<file path="config.mk">
export PLATFORM = sky130hd
export DESIGN_NAME = drs_shifter
export DESIGN_NICKNAME = d
export VERILOG_FILES = /design/src/drs_pkg.sv /design/src/drs_shifter.sv /design/src/drs_step.sv
export SDC_FILE = /design/constraint.sdc
export NUM_CORES = 1
export LEC_CHECK = 0
export ABC_AREA = 1
export BUFFER_PORTS_ARGS = -buffer_cell sky130_fd_sc_hd__buf_4
export CAP_MARGIN = 10
export CORE_ASPECT_RATIO = 0.9
export CORE_UTILIZATION = 30
export CTS_BUF_LIST = sky130_fd_sc_hd__clkbuf_4 sky130_fd_sc_hd__clkbuf_8 sky130_fd_sc_hd__clkbuf_16
export CTS_CLUSTER_SIZE = 25
export DETAILED_ROUTE_END_ITERATION = 6
export RECOVER_POWER = 25
export SLEW_MARGIN = 10
export SYNTH_ARGS = -nofsm -noshare
export SYNTH_HDL_FRONTEND = slang
export SYNTH_SLANG_ARGS = --single-unit
</file>
<file path="constraint.sdc">
create_clock -name clock -period 1.89 [get_ports clock]
set_input_delay 0.378 -clock clock [delete_from_list [all_inputs] [get_ports clock]]
set_output_delay 0.378 -clock clock [all_outputs]
set_load 0.01 [all_outputs]
</file>
<file path="src/drs_pkg.sv">
// Package with constants, types and register map of the dual register shifter.
package drs_pkg;

  // Data path widths.
  localparam int unsigned WORD_W   = 24;
  localparam int unsigned BUS_W    = 32;
  localparam int unsigned ADDR_W   = 3;
  localparam int unsigned COUNT_W  = 9;
  localparam int unsigned TIMER_W  = 8;

  // Register word addresses on the Avalon-MM slave.
  localparam logic [ADDR_W-1:0] ADDR_HIGH_WORD = 3'h0;
  localparam logic [ADDR_W-1:0] ADDR_LOW_WORD  = 3'h1;
  localparam logic [ADDR_W-1:0] ADDR_COMMAND   = 3'h2;
  localparam logic [ADDR_W-1:0] ADDR_STATUS    = 3'h3;

  // Status register field positions.
  localparam int unsigned STAT_BUSY_BIT = 0;
  localparam int unsigned STAT_OVF_BIT  = 1;
  localparam int unsigned STAT_NORM_BIT = 2;

  // Values after reset.
  localparam logic [WORD_W-1:0]  RESET_WORD  = 24'h000000;
  localparam logic [BUS_W-1:0]   RESET_BUS   = 32'h00000000;
  localparam logic [COUNT_W-1:0] RESET_COUNT = 9'h000;
  localparam logic [TIMER_W-1:0] RESET_TIMER = 8'h00;

  // Shift count limit and per-step decrement.
  localparam logic [COUNT_W-1:0] MAX_COUNT = 9'h030;
  localparam logic [COUNT_W-1:0] ONE_COUNT = 9'h001;

  // Memory cycle expressed in processor clocks, rounded up as a least time.
  localparam int unsigned CLK_PERIOD_NS  = 100;
  localparam int unsigned MEM_CYCLE_NS   = 1750;
  localparam int unsigned MEM_CYCLE_CLKS = (MEM_CYCLE_NS + CLK_PERIOD_NS - 1) / CLK_PERIOD_NS;

  // Count thresholds of the memory-cycle timing table.
  localparam int unsigned RIGHT_LIM_2 = 3;
  localparam int unsigned RIGHT_LIM_3 = 14;
  localparam int unsigned RIGHT_LIM_4 = 25;
  localparam int unsigned RIGHT_LIM_5 = 36;
  localparam int unsigned RIGHT_LIM_6 = 47;
  localparam int unsigned LEFT_LIM_2  = 6;
  localparam int unsigned LEFT_LIM_3  = 28;

  // Register selection codes, first operand bit of the pair on the left.
  typedef enum logic [1:0] {
    SEL_DOUBLE = 2'h0,
    SEL_LOW    = 2'h1,
    SEL_HIGH   = 2'h2,
    SEL_TWIN   = 2'h3
  } drs_sel_t;

  // Low 15 operand bits, in vector order; the sign end is the most significant.
  typedef struct packed {
    logic                normalize;
    drs_sel_t            sel;
    logic                left;
    logic                cycle;
    logic                logical;
    logic [COUNT_W-1:0]  count;
  } drs_cmd_t;

  // Per-register step controls handed to a step slice.
  typedef struct packed {
    logic  left;
    logic  keep_sign;
    logic  in_bit;
  } drs_step_t;

endpackage : drs_pkg

</file>
<file path="src/drs_shifter.sv">
// Dual accumulator shift unit with an Avalon-MM register slave.
//
// Contract
// RULE1 - Shift count comes from operand bits 15 to 23 for every shift.
// RULE2 - Arithmetic right double keeps high sign, high bit 23 enters low bit 0.
// RULE3 - Arithmetic right twin extends each sign separately, no bit crosses registers.
// RULE4 - Logical right single moves sign, fills zeros, drops bits past 23.
// RULE5 - Logical right double zero-fills high, high bit 23 enters low bit 0.
// RULE6 - Logical right twin zero-fills both, high bit 23 is discarded.
// RULE7 - Circular right single feeds bit 23 back into bit 0.
// RULE8 - Circular right double rotates the 48-bit pair, nothing lost.
// RULE9 - Circular right twin rotates each register onto itself.
// RULE10 - Arithmetic left single sets overflow when the sign position changes.
// RULE11 - Arithmetic left double moves low bit 0 into high 23, checks high sign.
// RULE12 - Arithmetic left twin checks only the high sign, no crossing bits.
// RULE13 - Logical left single moves sign, zero-fills right end, drops bits.
// RULE14 - Logical left double moves low bit 0 into high bit 23, zero-fills.
// RULE15 - Right shifts take 2 to 7 memory cycles; singles touch one register.
// RULE16 - Zero count shifts nothing; counts above 48 clamp to 48, decrement per step.
// RULE17 - Operand bits 10 and 11 select double, low, high or twin.
// RULE18 - Operand bit 12 gives direction, 13 shift or cycle, 14 arithmetic or logical.
// RULE19 - Operand bit 9 set asks for normalize, not an ordinary shift.
// RULE20 - Overflow is only ever set, and only by arithmetic left shifts; here a status write with bit 1 set also clears it.
//
// The Avalon-MM slave port and the register addresses were decided locally.
`timescale 1ns/1ps
module drs_shifter
  import drs_pkg::*;
(
  // Clock and reset.
  input  wire logic              clock,
  input  wire logic              rst_n,
  // Avalon-MM slave.
  input  wire logic [ADDR_W-1:0] address,
  input  wire logic              read,
  input  wire logic              write,
  input  wire logic [3:0]        byteenable,
  input  wire logic [BUS_W-1:0]  writedata,
  output logic      [BUS_W-1:0]  readdata,
  output logic                   waitrequest,
  // Status seen by the sequencer.
  output logic                   busy,
  output logic                   overflow_flag
);

  typedef enum logic {
    ST_IDLE,
    ST_RUN
  } drs_state_t;

  drs_state_t          state_r;
  drs_state_t          state_nxt;
  logic [WORD_W-1:0]   high_word_r;
  logic [WORD_W-1:0]   high_word_nxt;
  logic [WORD_W-1:0]   low_word_r;
  logic [WORD_W-1:0]   low_word_nxt;
  logic [WORD_W-1:0]   operand_r;
  logic [WORD_W-1:0]   operand_nxt;
  logic [COUNT_W-1:0]  count_r;
  logic [COUNT_W-1:0]  count_nxt;
  logic [TIMER_W-1:0]  timer_r;
  logic [TIMER_W-1:0]  timer_nxt;
  logic                sign_r;
  logic                sign_nxt;
  logic                ovf_r;
  logic                ovf_nxt;
  logic                norm_r;
  logic                norm_nxt;
  logic                waitreq_r;
  logic                waitreq_nxt;
  logic [BUS_W-1:0]    rdata_r;
  logic [BUS_W-1:0]    rdata_nxt;
  logic                busy_r;

  // Decoded command, taken from the stored operand while running.
  wire drs_cmd_t           cmd;
  wire drs_cmd_t           new_cmd;
  wire logic               is_double;
  wire logic               upd_high;
  wire logic               upd_low;
  wire logic               arith;
  wire logic               arith_left;
  wire drs_step_t          high_ctl;
  wire drs_step_t          low_ctl;
  wire logic [WORD_W-1:0]  high_step;
  wire logic [WORD_W-1:0]  low_step;
  wire logic               high_out;
  wire logic               low_out;
  wire logic               stepping;
  wire logic               check_high;
  wire logic               check_low;
  wire logic               sign_upset;

  // Bus decode.
  wire logic               req;
  wire logic               fire;
  wire logic               wr_fire;
  wire logic               wr_high;
  wire logic               wr_low;
  wire logic               wr_cmd;
  wire logic               wr_stat;
  wire logic               start;
  wire logic [BUS_W-1:0]   be_mask;
  wire logic [BUS_W-1:0]   status_word;
  wire logic [BUS_W-1:0]   read_mux;
  wire logic [COUNT_W-1:0] clamp_count;
  wire logic [TIMER_W-1:0] run_clocks;

  assign cmd     = drs_cmd_t'(operand_r[14:0]);                          // [RULE18]
  assign new_cmd = drs_cmd_t'(writedata[14:0]);

  // Register selection and mode.
  assign is_double  = (cmd.sel == SEL_DOUBLE);                           // [RULE17]
  assign upd_high   = (cmd.sel != SEL_LOW);                              // [RULE15]
  assign upd_low    = (cmd.sel != SEL_HIGH);                             // [RULE15]
  assign arith      = !cmd.logical && !cmd.cycle;
  assign arith_left = arith && cmd.left;

  // High word: double pair takes the low word's outgoing bit on left or circular steps, others rotate or fill.
  assign high_ctl.left      = cmd.left;
  assign high_ctl.keep_sign = arith && !cmd.left;                        // [RULE2] [RULE3]
  assign high_ctl.in_bit    = (cmd.left && is_double) ? low_out :        // [RULE11] [RULE14]
                              cmd.cycle ? (is_double ? low_out : high_out) : // [RULE7] [RULE8]
                              1'b0;                                      // [RULE4] [RULE13]

  // Low word: only a double pair chains bits in from the high word.
  assign low_ctl.left      = cmd.left;
  assign low_ctl.keep_sign = arith && !cmd.left && !is_double;           // [RULE3]
  assign low_ctl.in_bit    = (!cmd.left && is_double && !cmd.cycle) ? high_out : // [RULE2] [RULE5]
                             cmd.cycle ? (is_double ? high_out : low_out) : // [RULE8] [RULE9]
                             1'b0;                                       // [RULE6] [RULE12]

  drs_step #(
    .W (WORD_W)
  ) u_high_step (
    .word     (high_word_r),
    .ctl      (high_ctl),
    .word_nxt (high_step),
    .out_bit  (high_out)
  );

  drs_step #(
    .W (WORD_W)
  ) u_low_step (
    .word     (low_word_r),
    .ctl      (low_ctl),
    .word_nxt (low_step),
    .out_bit  (low_out)
  );

  assign stepping = (state_r == ST_RUN) && (count_r != RESET_COUNT);    // [RULE16]

  // Only the sign of the high word is watched, except for a low-only shift.
  assign check_high = arith_left && upd_high;                            // [RULE10] [RULE11] [RULE12]
  assign check_low  = arith_left && (cmd.sel == SEL_LOW);                // [RULE10]
  assign sign_upset = stepping &&
                      ((check_high && (high_word_r[WORD_W-2] != sign_r)) ||
                       (check_low  && (low_word_r[WORD_W-2]  != sign_r))); // [RULE20]

  // Avalon access: waitrequest drops for one cycle on a request while the unit is idle.
  assign req     = read || write;
  assign fire    = req && !waitreq_r;
  assign wr_fire = write && !waitreq_r;
  assign wr_high = wr_fire && (address == ADDR_HIGH_WORD);
  assign wr_low  = wr_fire && (address == ADDR_LOW_WORD);
  assign wr_cmd  = wr_fire && (address == ADDR_COMMAND);
  assign wr_stat = wr_fire && (address == ADDR_STATUS);
  assign start   = wr_cmd && !new_cmd.normalize;                         // [RULE19]

  assign be_mask = {{8{byteenable[3]}}, {8{byteenable[2]}},
                    {8{byteenable[1]}}, {8{byteenable[0]}}};

  assign status_word = {29'h00000000, norm_r, ovf_r, busy_r};

  assign read_mux = (address == ADDR_HIGH_WORD) ? {8'h00, high_word_r} :
                    (address == ADDR_LOW_WORD)  ? {8'h00, low_word_r}  :
                    (address == ADDR_COMMAND)   ? {8'h00, operand_r}   :
                    (address == ADDR_STATUS)    ? status_word          :
                    RESET_BUS;

  // Count clamp, then the fixed run length in clocks for that count.
  assign clamp_count = (new_cmd.count > MAX_COUNT) ? MAX_COUNT : new_cmd.count; // [RULE1] [RULE16]
  assign run_clocks  = TIMER_W'(mem_cycles(new_cmd.left, clamp_count) * MEM_CYCLE_CLKS);

  // Memory cycles spent for a given clamped count.
  function automatic int unsigned mem_cycles(input logic left, input logic [COUNT_W-1:0] c);
    int unsigned n;
    n = 0;
    if (left)
    begin
      if (c <= LEFT_LIM_2)
        n = 2;
      else if (c <= LEFT_LIM_3)
        n = 3;
      else
        n = 4;
    end
    else
    begin
      if (c <= RIGHT_LIM_2)
        n = 2;
      else if (c <= RIGHT_LIM_3)
        n = 3;
      else if (c <= RIGHT_LIM_4)
        n = 4;
      else if (c <= RIGHT_LIM_5)
        n = 5;
      else if (c <= RIGHT_LIM_6)
        n = 6;
      else
        n = 7;
    end
    return n;
  endfunction : mem_cycles

  // Next-state logic of the shift sequence and the register file.
  always_comb
  begin
    state_nxt     = state_r;
    high_word_nxt = high_word_r;
    low_word_nxt  = low_word_r;
    operand_nxt   = operand_r;
    count_nxt     = count_r;
    timer_nxt     = timer_r;
    sign_nxt      = sign_r;
    ovf_nxt       = ovf_r;
    norm_nxt      = norm_r;
    case (state_r)
      ST_IDLE:
      begin
        if (wr_high)
          high_word_nxt = WORD_W'((writedata & be_mask) | ({8'h00, high_word_r} & ~be_mask));
        if (wr_low)
          low_word_nxt = WORD_W'((writedata & be_mask) | ({8'h00, low_word_r} & ~be_mask));
        if (wr_cmd)
        begin
          operand_nxt = writedata[WORD_W-1:0];
          norm_nxt    = new_cmd.normalize;                               // [RULE19]
        end
        if (start)
        begin
          state_nxt = ST_RUN;
          count_nxt = clamp_count;                                       // [RULE16]
          timer_nxt = run_clocks;                                        // [RULE15]
          // The original sign belongs to the word whose sign is watched.
          sign_nxt  = (new_cmd.sel == SEL_LOW) ? low_word_r[WORD_W-1]
                                               : high_word_r[WORD_W-1];
        end
        // Software may clear overflow only while idle; no shift can set it then.
        if (wr_stat && byteenable[0] && writedata[STAT_OVF_BIT])
          ovf_nxt = 1'b0;
      end
      ST_RUN:
      begin
        if (stepping)
        begin
          count_nxt = count_r - ONE_COUNT;                               // [RULE16]
          if (upd_high)
            high_word_nxt = high_step;                                   // [RULE15]
          if (upd_low)
            low_word_nxt = low_step;                                     // [RULE15]
        end
        if (sign_upset)
          ovf_nxt = 1'b1;                                                // [RULE20]
        timer_nxt = timer_r - 8'h01;
        if (timer_r == 8'h01)
          state_nxt = ST_IDLE;                                           // [RULE15]
      end
      default:
      begin
        state_nxt = ST_IDLE;
      end
    endcase
  end

  // Bus answer: a request is held off while a shift is in progress.
  always_comb
  begin
    waitreq_nxt = !(req && waitreq_r && (state_r == ST_IDLE));
    rdata_nxt   = fire ? rdata_r : read_mux;
  end

  always_ff @(posedge clock)
  begin
    if (!rst_n)
    begin
      state_r     <= ST_IDLE;
      high_word_r <= RESET_WORD;
      low_word_r  <= RESET_WORD;
      operand_r   <= RESET_WORD;
      count_r     <= RESET_COUNT;
      timer_r     <= RESET_TIMER;
      sign_r      <= 1'b0;
      ovf_r       <= 1'b0;
      norm_r      <= 1'b0;
    end
    else
    begin
      state_r     <= state_nxt;
      high_word_r <= high_word_nxt;
      low_word_r  <= low_word_nxt;
      operand_r   <= operand_nxt;
      count_r     <= count_nxt;
      timer_r     <= timer_nxt;
      sign_r      <= sign_nxt;
      ovf_r       <= ovf_nxt;
      norm_r      <= norm_nxt;
    end
  end

  always_ff @(posedge clock)
  begin
    if (!rst_n)
    begin
      waitreq_r <= 1'b1;
      rdata_r   <= RESET_BUS;
      busy_r    <= 1'b0;
    end
    else
    begin
      waitreq_r <= waitreq_nxt;
      rdata_r   <= rdata_nxt;
      busy_r    <= (state_nxt == ST_RUN);
    end
  end

  assign readdata      = rdata_r;
  assign waitrequest   = waitreq_r;
  assign busy          = busy_r;
  assign overflow_flag = ovf_r;

endmodule : drs_shifter

</file>
<file path="src/drs_step.sv">
// One-position shift step of a single accumulator word.
`timescale 1ns/1ps
module drs_step
  import drs_pkg::*;
#(
  parameter int unsigned W = WORD_W
)
(
  // Word and step controls.
  input  wire logic [W-1:0] word,
  input  wire drs_step_t    ctl,
  // Stepped word and the bit that left it.
  output logic      [W-1:0] word_nxt,
  output logic              out_bit
);

  wire logic [W-1:0] right_word;
  wire logic [W-1:0] left_word;

  // An arithmetic right step holds the sign and copies it downward.
  assign right_word = ctl.keep_sign ? {word[W-1], word[W-1:1]} : {ctl.in_bit, word[W-1:1]};
  assign left_word  = {word[W-2:0], ctl.in_bit};
  assign word_nxt   = ctl.left ? left_word : right_word;
  assign out_bit    = ctl.left ? word[W-1] : word[0];

endmodule : drs_step

</file>
Word level (Yosys, flattened, before mapping)
Cells that the tools add are included.
{"block": "word_totals", "output_inout_bits": 35, "mem_bits_rw": 0, "mem_bits_ro": 0, "elab_cells": 140, "regBits": 126, "latch_bits": 0, "mem_count": 0}
{"block": "classes", "addsub": 2, "multipliers": 1, "bitwise_logic": 7, "n_div": 0, "reduce_logical": 44, "n_eq_ne": 20, "n_shift": 0, "magnitude_cmp": 8, "muxes": 45}
{"op": "2-to-1 mux 24 bit", "n": 13}
{"op": "case mux 24 bit (2 select lines)", "n": 2}
{"op": "AND 24 bit", "n": 3}
{"op": "2-to-1 mux 32 bit", "n": 2}
{"op": "bitwise OR 24 bit", "n": 2}
{"op": "multiplier 32 x 4 -> 7 bit (second input constant)", "n": 1}
{"op": "2-to-1 mux 9 bit", "n": 3}
{"op": "logical AND 1 bit", "n": 24}
{"op": "inverter 24 bit", "n": 1}
{"op": "<= comparator 9 x 5 -> 1 bit (second input constant)", "n": 2}
{"op": "<= comparator 9 x 6 -> 1 bit (second input constant)", "n": 2}
{"op": "case mux 9 bit (2 select lines)", "n": 1}
{"op": "case mux 8 bit (2 select lines)", "n": 1}
{"op": "2-to-1 mux 1 bit", "n": 14}
{"op": "2-to-1 mux 3 bit", "n": 4}
{"op": "inequality test 2 x 1 -> 1 bit (second input constant)", "n": 5}
{"op": "inequality test 2 bit (second input constant)", "n": 5}
{"op": "greater-than comparator 9 x 6 -> 1 bit (second input constant)", "n": 1}
{"op": "<= comparator 9 x 2 -> 1 bit (second input constant)", "n": 1}
{"op": "<= comparator 9 x 3 -> 1 bit (second input constant)", "n": 1}
{"op": "<= comparator 9 x 4 -> 1 bit (second input constant)", "n": 1}
{"op": "nonzero test 9 bit", "n": 1}
{"op": "subtractor 9 x 1 -> 9 bit (second input constant)", "n": 1}
{"op": "== test 8 x 1 -> 1 bit (second input constant)", "n": 1}
{"op": "17 further kinds", "n": 35}

Depth between registers and ports, before layout
Gate-level depths: netlist (run 1).
{"block": "depth", "word_depth": 12, "mapped_depth": 14, "mapped_depth_nobuf": 13}

Cells and area by module
A second synthesis (run 1) with hierarchy kept.
{"block": "hier_totals", "cells_unflattened": 942, "area_unflattened_um2": 6322.3}
{"mod": "drs_shifter", "seq_area_each_um2": 2342.2, "area_per_inst_um2": 5711.7, "n_inst": 1, "cells_per_inst": 798}
{"mod": "drs_step", "seq_area_each_um2": 0.0, "area_per_inst_um2": 305.3, "n_inst": 2, "cells_per_inst": 72}

Worst setup path after synthesis (run 1)
OpenSTA, ideal clock, no wires.
{"block": "synth_timing", "path_kind": "register -> register", "start": "reg count_r[0]", "end": "reg with a tool-made name", "path_stages_with_launch": 13, "n_path_buf": 1, "arrival_ns": 1.472, "slack_ns": 0.298, "synth_period_minus_slack_ns": 1.592, "cell_sequence": "dfxtp_1 -> inv_1 -> ha_1 -> inv_1 -> nor3_2 -> nand3_1 -> nand2_1 -> o21a_1 -> inv_2 -> nand2_2 -> buf_6 -> o21ai_0 -> a21oi_1"}
{"item": "start, declared", "line": "drs_shifter.sv:59", "text": "logic [COUNT_W-1:0] count_r;"}
{"item": "start signal, assigned", "line": "drs_shifter.sv:303", "text": "count_r <= count_nxt;"}

==> results of run 1 <==
==> final cells by class <==
type                            count  area share (%)
Clock buffer                       21            6.44
Clock inverter                     11            2.02
Inverter                          114            5.81
Multi-Input combinational cell    530            40.8
Sequential cell                   117            31.8
Tap cell                          250            4.25
Timing Repair Buffer               87            8.87
==> worst max-delay path, delay by kind of cell (launching register included) <==
family	cells	cell delay, ps
AO/OA/AOI/OAI	3	440
AND/OR/NAND/NOR	4	380
buffers and inverters	3	330
flip-flops	1	320
adder cells (fa/ha/maj)	1	200
==> per-stage QoR <==
step / std cells / utilization, % / hold WS (ps) / worst slack, ps
floorplan: 821 / - / 430 / 298
global placement: 1097 / 35.0 / 440 / 73.9
detailed placement: 1097 / 35.0 / 444 / 42.3
CTS: 1129 / 38.2 / 194 / 18.5
global route: 1130 / 38.0 / 219 / 3.83
finish: 1130 / 38.0 / 200 / 111
==> cell families after synthesis <==
group	Yosys count	synth area share, %
XOR/XNOR	4	0.583
buffers and inverters	174	12.1
other	1	0.0624
AND/OR/NAND/NOR	202	16.1
AO/OA/AOI/OAI	313	31.6
adder cells (fa/ha/maj)	3	0.625
flip-flops	117	39.0
==> layer usage <==
layer  part of all wire (%)  track usage [%]
met5                      0                0
met4                    1.1             4.22
met3                    5.3             3.89
met2                     45             27.5
met1                     48             23.4
==> power groups by stage <==
stage,sequential [mW],clock [mW],combinational [mW]
3_5_place_dp,2.60,0,0.551
3_3_place_gp,2.60,0,0.547
5_1_grt,2.55,3.57,0.598
4_1_cts,2.55,3.44,0.554
6_report,2.55,3.40,0.532
2_1_floorplan,2.61,0,0.319
==> path summary, 6_finish.rpt <==
path	from	endpoint	slack, ps	cells after the start
setup / recovery	count_r[0]$_SDFFE_PN0P_	flop	110	11
hold / removal	read	waitrequest$_SDFF_PN1_	200	2
setup reg to reg	count_r[0]$_SDFFE_PN0P_	flop	110	11
hold reg to reg	operand_r[21]$_SDFFE_PN0P_	operand_r[21]$_SDFFE_PN0P_	450	2
==> timing repair <==
item,in CTS,in global routing
endpoints found under the setup margin,0,50
gates resized for setup,0,12
setup buffers,0,1
==> layout by cell type (no fill, tap or decap), drive strengths merged, types with 8 or more instances in the layout <==
master	Yosys	routed
nor3	11	11
nand3	39	39
o21ai	111	111
a221oi	24	24
nor2	70	70
clkbuf	35	40
inv	112	113
a21oi	110	110
dfxtp	117	117
buf	25	68
nand2	64	64
o221ai	48	48
conb	1	8
==> metrics.txt, run 1 <==
list of most frequent post-synthesis cells sky130_fd_sc_hd__dfxtp_1, sky130_fd_sc_hd__inv_1, sky130_fd_sc_hd__a21oi_1; DR DRC count 0; internal power 4.91 mW; cts-stage hold buffer count 0; final total power 6.48 mW; share of the clock period used by the worst path after layout 94.1%; sequential group share of total power 39.3%; result of the run finished clean; number of warnings issued by yosys 0; worst-path maximum fanout 14; clock sink count 117; most used cell along the critical path sky130_fd_sc_hd__inv_1; Worst Hold Class in -> reg; crit end category flop; depth of the CTS H-tree 4; number of global-route vias before repair 5311; number of setup violations in the final report 0; Achievable Freq 0.562 GHz; Die Ht 136 um; number of enable flip-flop cells after synthesis 0; clk_lat worst skew 420 ps; final hold viol count 0; final design area excluding fillers 7360 um2; area of the die 20600 um2; Synth area leader sky130_fd_sc_hd__dfxtp_1; number of instances in the synthesized netlist 814; data arrival time at the worst-slack endpoint 2080 ps; Lkg Pwr 2.73 nW; PwrDens 880 nW/um2; DR pass1 iterations 6; number of distinct library cells after synthesis 44; most common flop cell mapped by yosys sky130_fd_sc_hd__dfxtp_1; row count 48; Yosys reg bits 117; worst setup path class reg -> reg; die span in x 151 um; # fillers 2053; number of antenna violations at the first check in global routing 0; crit path launch type flop; library cell contributing the largest single delay on the critical path sky130_fd_sc_hd__dfxtp_1; series of cell instances along the critical path inv_1 -> ha_1 -> inv_1 -> nor3_4 -> nand3_2 -> nand2_2 -> o21a_1 -> inv_2 -> nand2_4 -> o21ai_1 -> a21oi_1; share of power burned in combinational logic 8.2%; global route total overflow 0; Clock Pin Slew Worst Setup and Hold Paths 60 ps; effective utilization at floorplan 31.0%; I/O pins 78; number of nets still failing antenna checks after routing 0; Netlist Area Pre-Place 6010 um2; CTS max path bufs 2; CTS tree done; net switching power figure 1.57 mW; global routing usage summed across all routing layers 17.3%; Final Net Count 913; FF+latch area 2340 um2; share of synthesized flip-flops with an asynchronous set or reset 0%; endpoint required time on the critical path 2190 ps; port buffer count 60; Area growth, synth to finish 22.6%; area share of the leading cell type in the synthesized netlist 39.0%; transition at the pin with the smallest max-transition slack 637 ps; setup repair after global routing missed its margin false; global-route wire length before repair 27.6 mm; # diodes 0; Layout Skew 8.60 ps; pin count of the biggest net entering global routing 86; total detailed-routing wirelength 17.1 mm; average via count per standard cell 5.19; multi-input combinational cell area 3000 um2; proportion of layout cells with a drive suffix above 1 15.6%; mean area per synthesized cell 7.38 um2; CTS Buf Count 17; Switching Fraction 24.2%; worst slew margin relative to its limit 57.5%; Area contributors post-synth sky130_fd_sc_hd__dfxtp_1, sky130_fd_sc_hd__a21oi_1, sky130_fd_sc_hd__o21ai_0, sky130_fd_sc_hd__o221ai_1, sky130_fd_sc_hd__inv_1; minimum clock period 1780 ps; largest vdd supply drop 0.606 mV; GP Congestion 0.823; standard cell core area 19400 um2; drt wl/cell 15.1 um; slowest cell delay on critical path 320 ps; Clk pwr share 52.5%; Detailed Route Iter0 Violations 378; number of vias after detailed routing 5867; count of maximum capacitance violations 0; buffer type at the clock tree root sky130_fd_sc_hd__clkbuf_16; top-count cell post-synth sky130_fd_sc_hd__dfxtp_1; area after detailed placement 6780 um2; setup total negative slack 0 ps; register area share after synthesis 39.0%; final count of pins violating max slew 0; Post-DP HPWL 11.8 mm
No activity file was read; power rests on OpenSTA's default activity.
==> inputs of run 2 (changes only) <==
BUFFER_PORTS_ARGS = -buffer_cell sky130_fd_sc_hd__clkbuf_2   (was -buffer_cell sky130_fd_sc_hd__buf_4)
PLACE_DENSITY_LB_ADDON = 0.1   (was not set)
SLEW_MARGIN = 20   (was 10)
==> metrics.txt, run 2 (synthesis results as in run 1) <==
number of nets still failing antenna checks after routing 0; Worst Hold Class in -> reg; Area growth, synth to finish 23.4%; DR pass1 iterations 5; total detailed-routing wirelength 18.7 mm; library cell contributing the largest single delay on the critical path sky130_fd_sc_hd__dfxtp_1; CTS max path bufs 2; Achievable Freq 0.562 GHz; largest vdd supply drop 0.513 mV; share of the clock period used by the worst path after layout 94.2%; final total power 6.57 mW; Layout Skew 6.87 ps; CTS Buf Count 17; Clock Pin Slew Worst Setup and Hold Paths 60 ps; leading cell types in the layout, fill and taps excluded sky130_fd_sc_hd__dfxtp_1, sky130_fd_sc_hd__a21oi_1, sky130_fd_sc_hd__inv_1, sky130_fd_sc_hd__o21ai_0, sky130_fd_sc_hd__nor2_1; transition at the pin with the smallest max-transition slack 522 ps; slowest cell delay on critical path 310 ps; Final Net Count 928; count of maximum capacitance violations 0; number of vias after detailed routing 5999; number of global-route vias before repair 5482; drt wl/cell 16.3 um; proportion of layout cells with a drive suffix above 1 17.2%; global-route wire length before repair 29.3 mm; clock sink count 117; PwrDens 886 nW/um2; endpoint required time on the critical path 2230 ps; I/O pins 78; effective utilization at floorplan 31.0%; DR DRC count 0; series of cell instances along the critical path inv_2 -> ha_4 -> inv_2 -> nor3_4 -> nand3_2 -> nand2_2 -> inv_2 -> nor2_4 -> inv_4 -> and3_1 -> nor3_1; Detailed Route Iter0 Violations 480; buffer type at the clock tree root sky130_fd_sc_hd__clkbuf_16; most used cell along the critical path sky130_fd_sc_hd__inv_2; crit end category flop; Placed Cells incl. Taps 1112; Post-DP HPWL 13.0 mm; worst setup path class reg -> reg; data arrival time at the worst-slack endpoint 2120 ps; standard cell core area 19400 um2; Layout Cells excl Fill 1144; clk_lat worst skew 420 ps; Lkg Pwr 2.78 nW; # diodes 0; number of antenna violations at the first check in global routing 0; GP Congestion 0.874; top routing layer in use met4; row count 48; CTS tree done; number of setup violations in the final report 0; global route total overflow 0; global routing usage summed across all routing layers 18.7%; final hold viol count 0; most common cell after layout, fill and taps aside sky130_fd_sc_hd__dfxtp_1; result of the run finished clean; pin count of the biggest net entering global routing 49; worst slew margin relative to its limit 65.2%; crit path launch type flop; port buffer count 60; Die Ht 136 um; detailed-route wire length on metal 1 9.04 mm; met3 routed WL 905 um; met2 wirelength from detailed routing 8.46 mm; average via count per standard cell 5.24; die span in x 151 um; area of the die 20600 um2; worst-path maximum fanout 9; final count of pins violating max slew 0; depth of the CTS H-tree 4; cts-stage hold buffer count 0; minimum clock period 1780 ps
==> run 2: cell type report <==
class,count,area (um2)
inverter,114,430
multi-input combinational,530,3030
clock buffer,20,467
tap,250,313
fill,2060,12000
clock inverter,11,155
timing repair buffer,102,681
sequential,117,2340
==> run 2: worst paths after layout <==
check | startpoint | endpoint | slack [ps] | cells past startpoint
setup / recovery | count_r[0]$_SDFFE_PN0P_ | count_r[6]$_SDFFE_PN0P_ | 110 | 11
hold / removal | read | waitrequest$_SDFF_PN1_ | 200 | 2
setup reg to reg | count_r[0]$_SDFFE_PN0P_ | count_r[6]$_SDFFE_PN0P_ | 110 | 11
hold reg to reg | operand_r[8]$_SDFFE_PN0P_ | operand_r[8]$_SDFFE_PN0P_ | 450 | 2
==> run 2: power breakdown <==
group          switching, mW  total (mW)  internal [mW]
combinational          0.345       0.541          0.196
clock                   1.19        3.48           2.29
sequential            0.0288        2.55           2.52
total                   1.57        6.57           5.00
==> run 2: per-stage QoR <==
stage	hold slack, ps	setup TNS (ps)	worst slack [ps]	utilization (%)	instance area (um2)
2_1_floorplan	430	0	298	-	6030
3_3_place_gp	441	0	36.7	34.8	6760
3_5_place_dp	446	-43.7	-28.1	34.8	6760
4_1_cts	183	0	20.5	38.1	7380
5_1_grt	179	-8.86	-7.66	38.2	7410
6_report	197	0	110	38.2	7410
==> run 2: metal layers <==
layer,vias up,track usage [%]
met5,-,0
met4,0,5.89
met3,18,4.36
met2,166,29.0
met1,2828,25.6
li1,2987,-
==> run 2: critical path, delay by kind of cell (launching register included) <==
kind                       cells  cell delay, ps
and+or+nand+nor                6             980
DFF                            1             310
buffers and inverters          4             270
adders and majority gates      1             140
==> run 2: timing repair <==
action,in CTS,in global routing
setup endpoints to repair,0,55
setup buffers,0,1
gates resized for setup,0,20
hold endpoints to repair,0,0
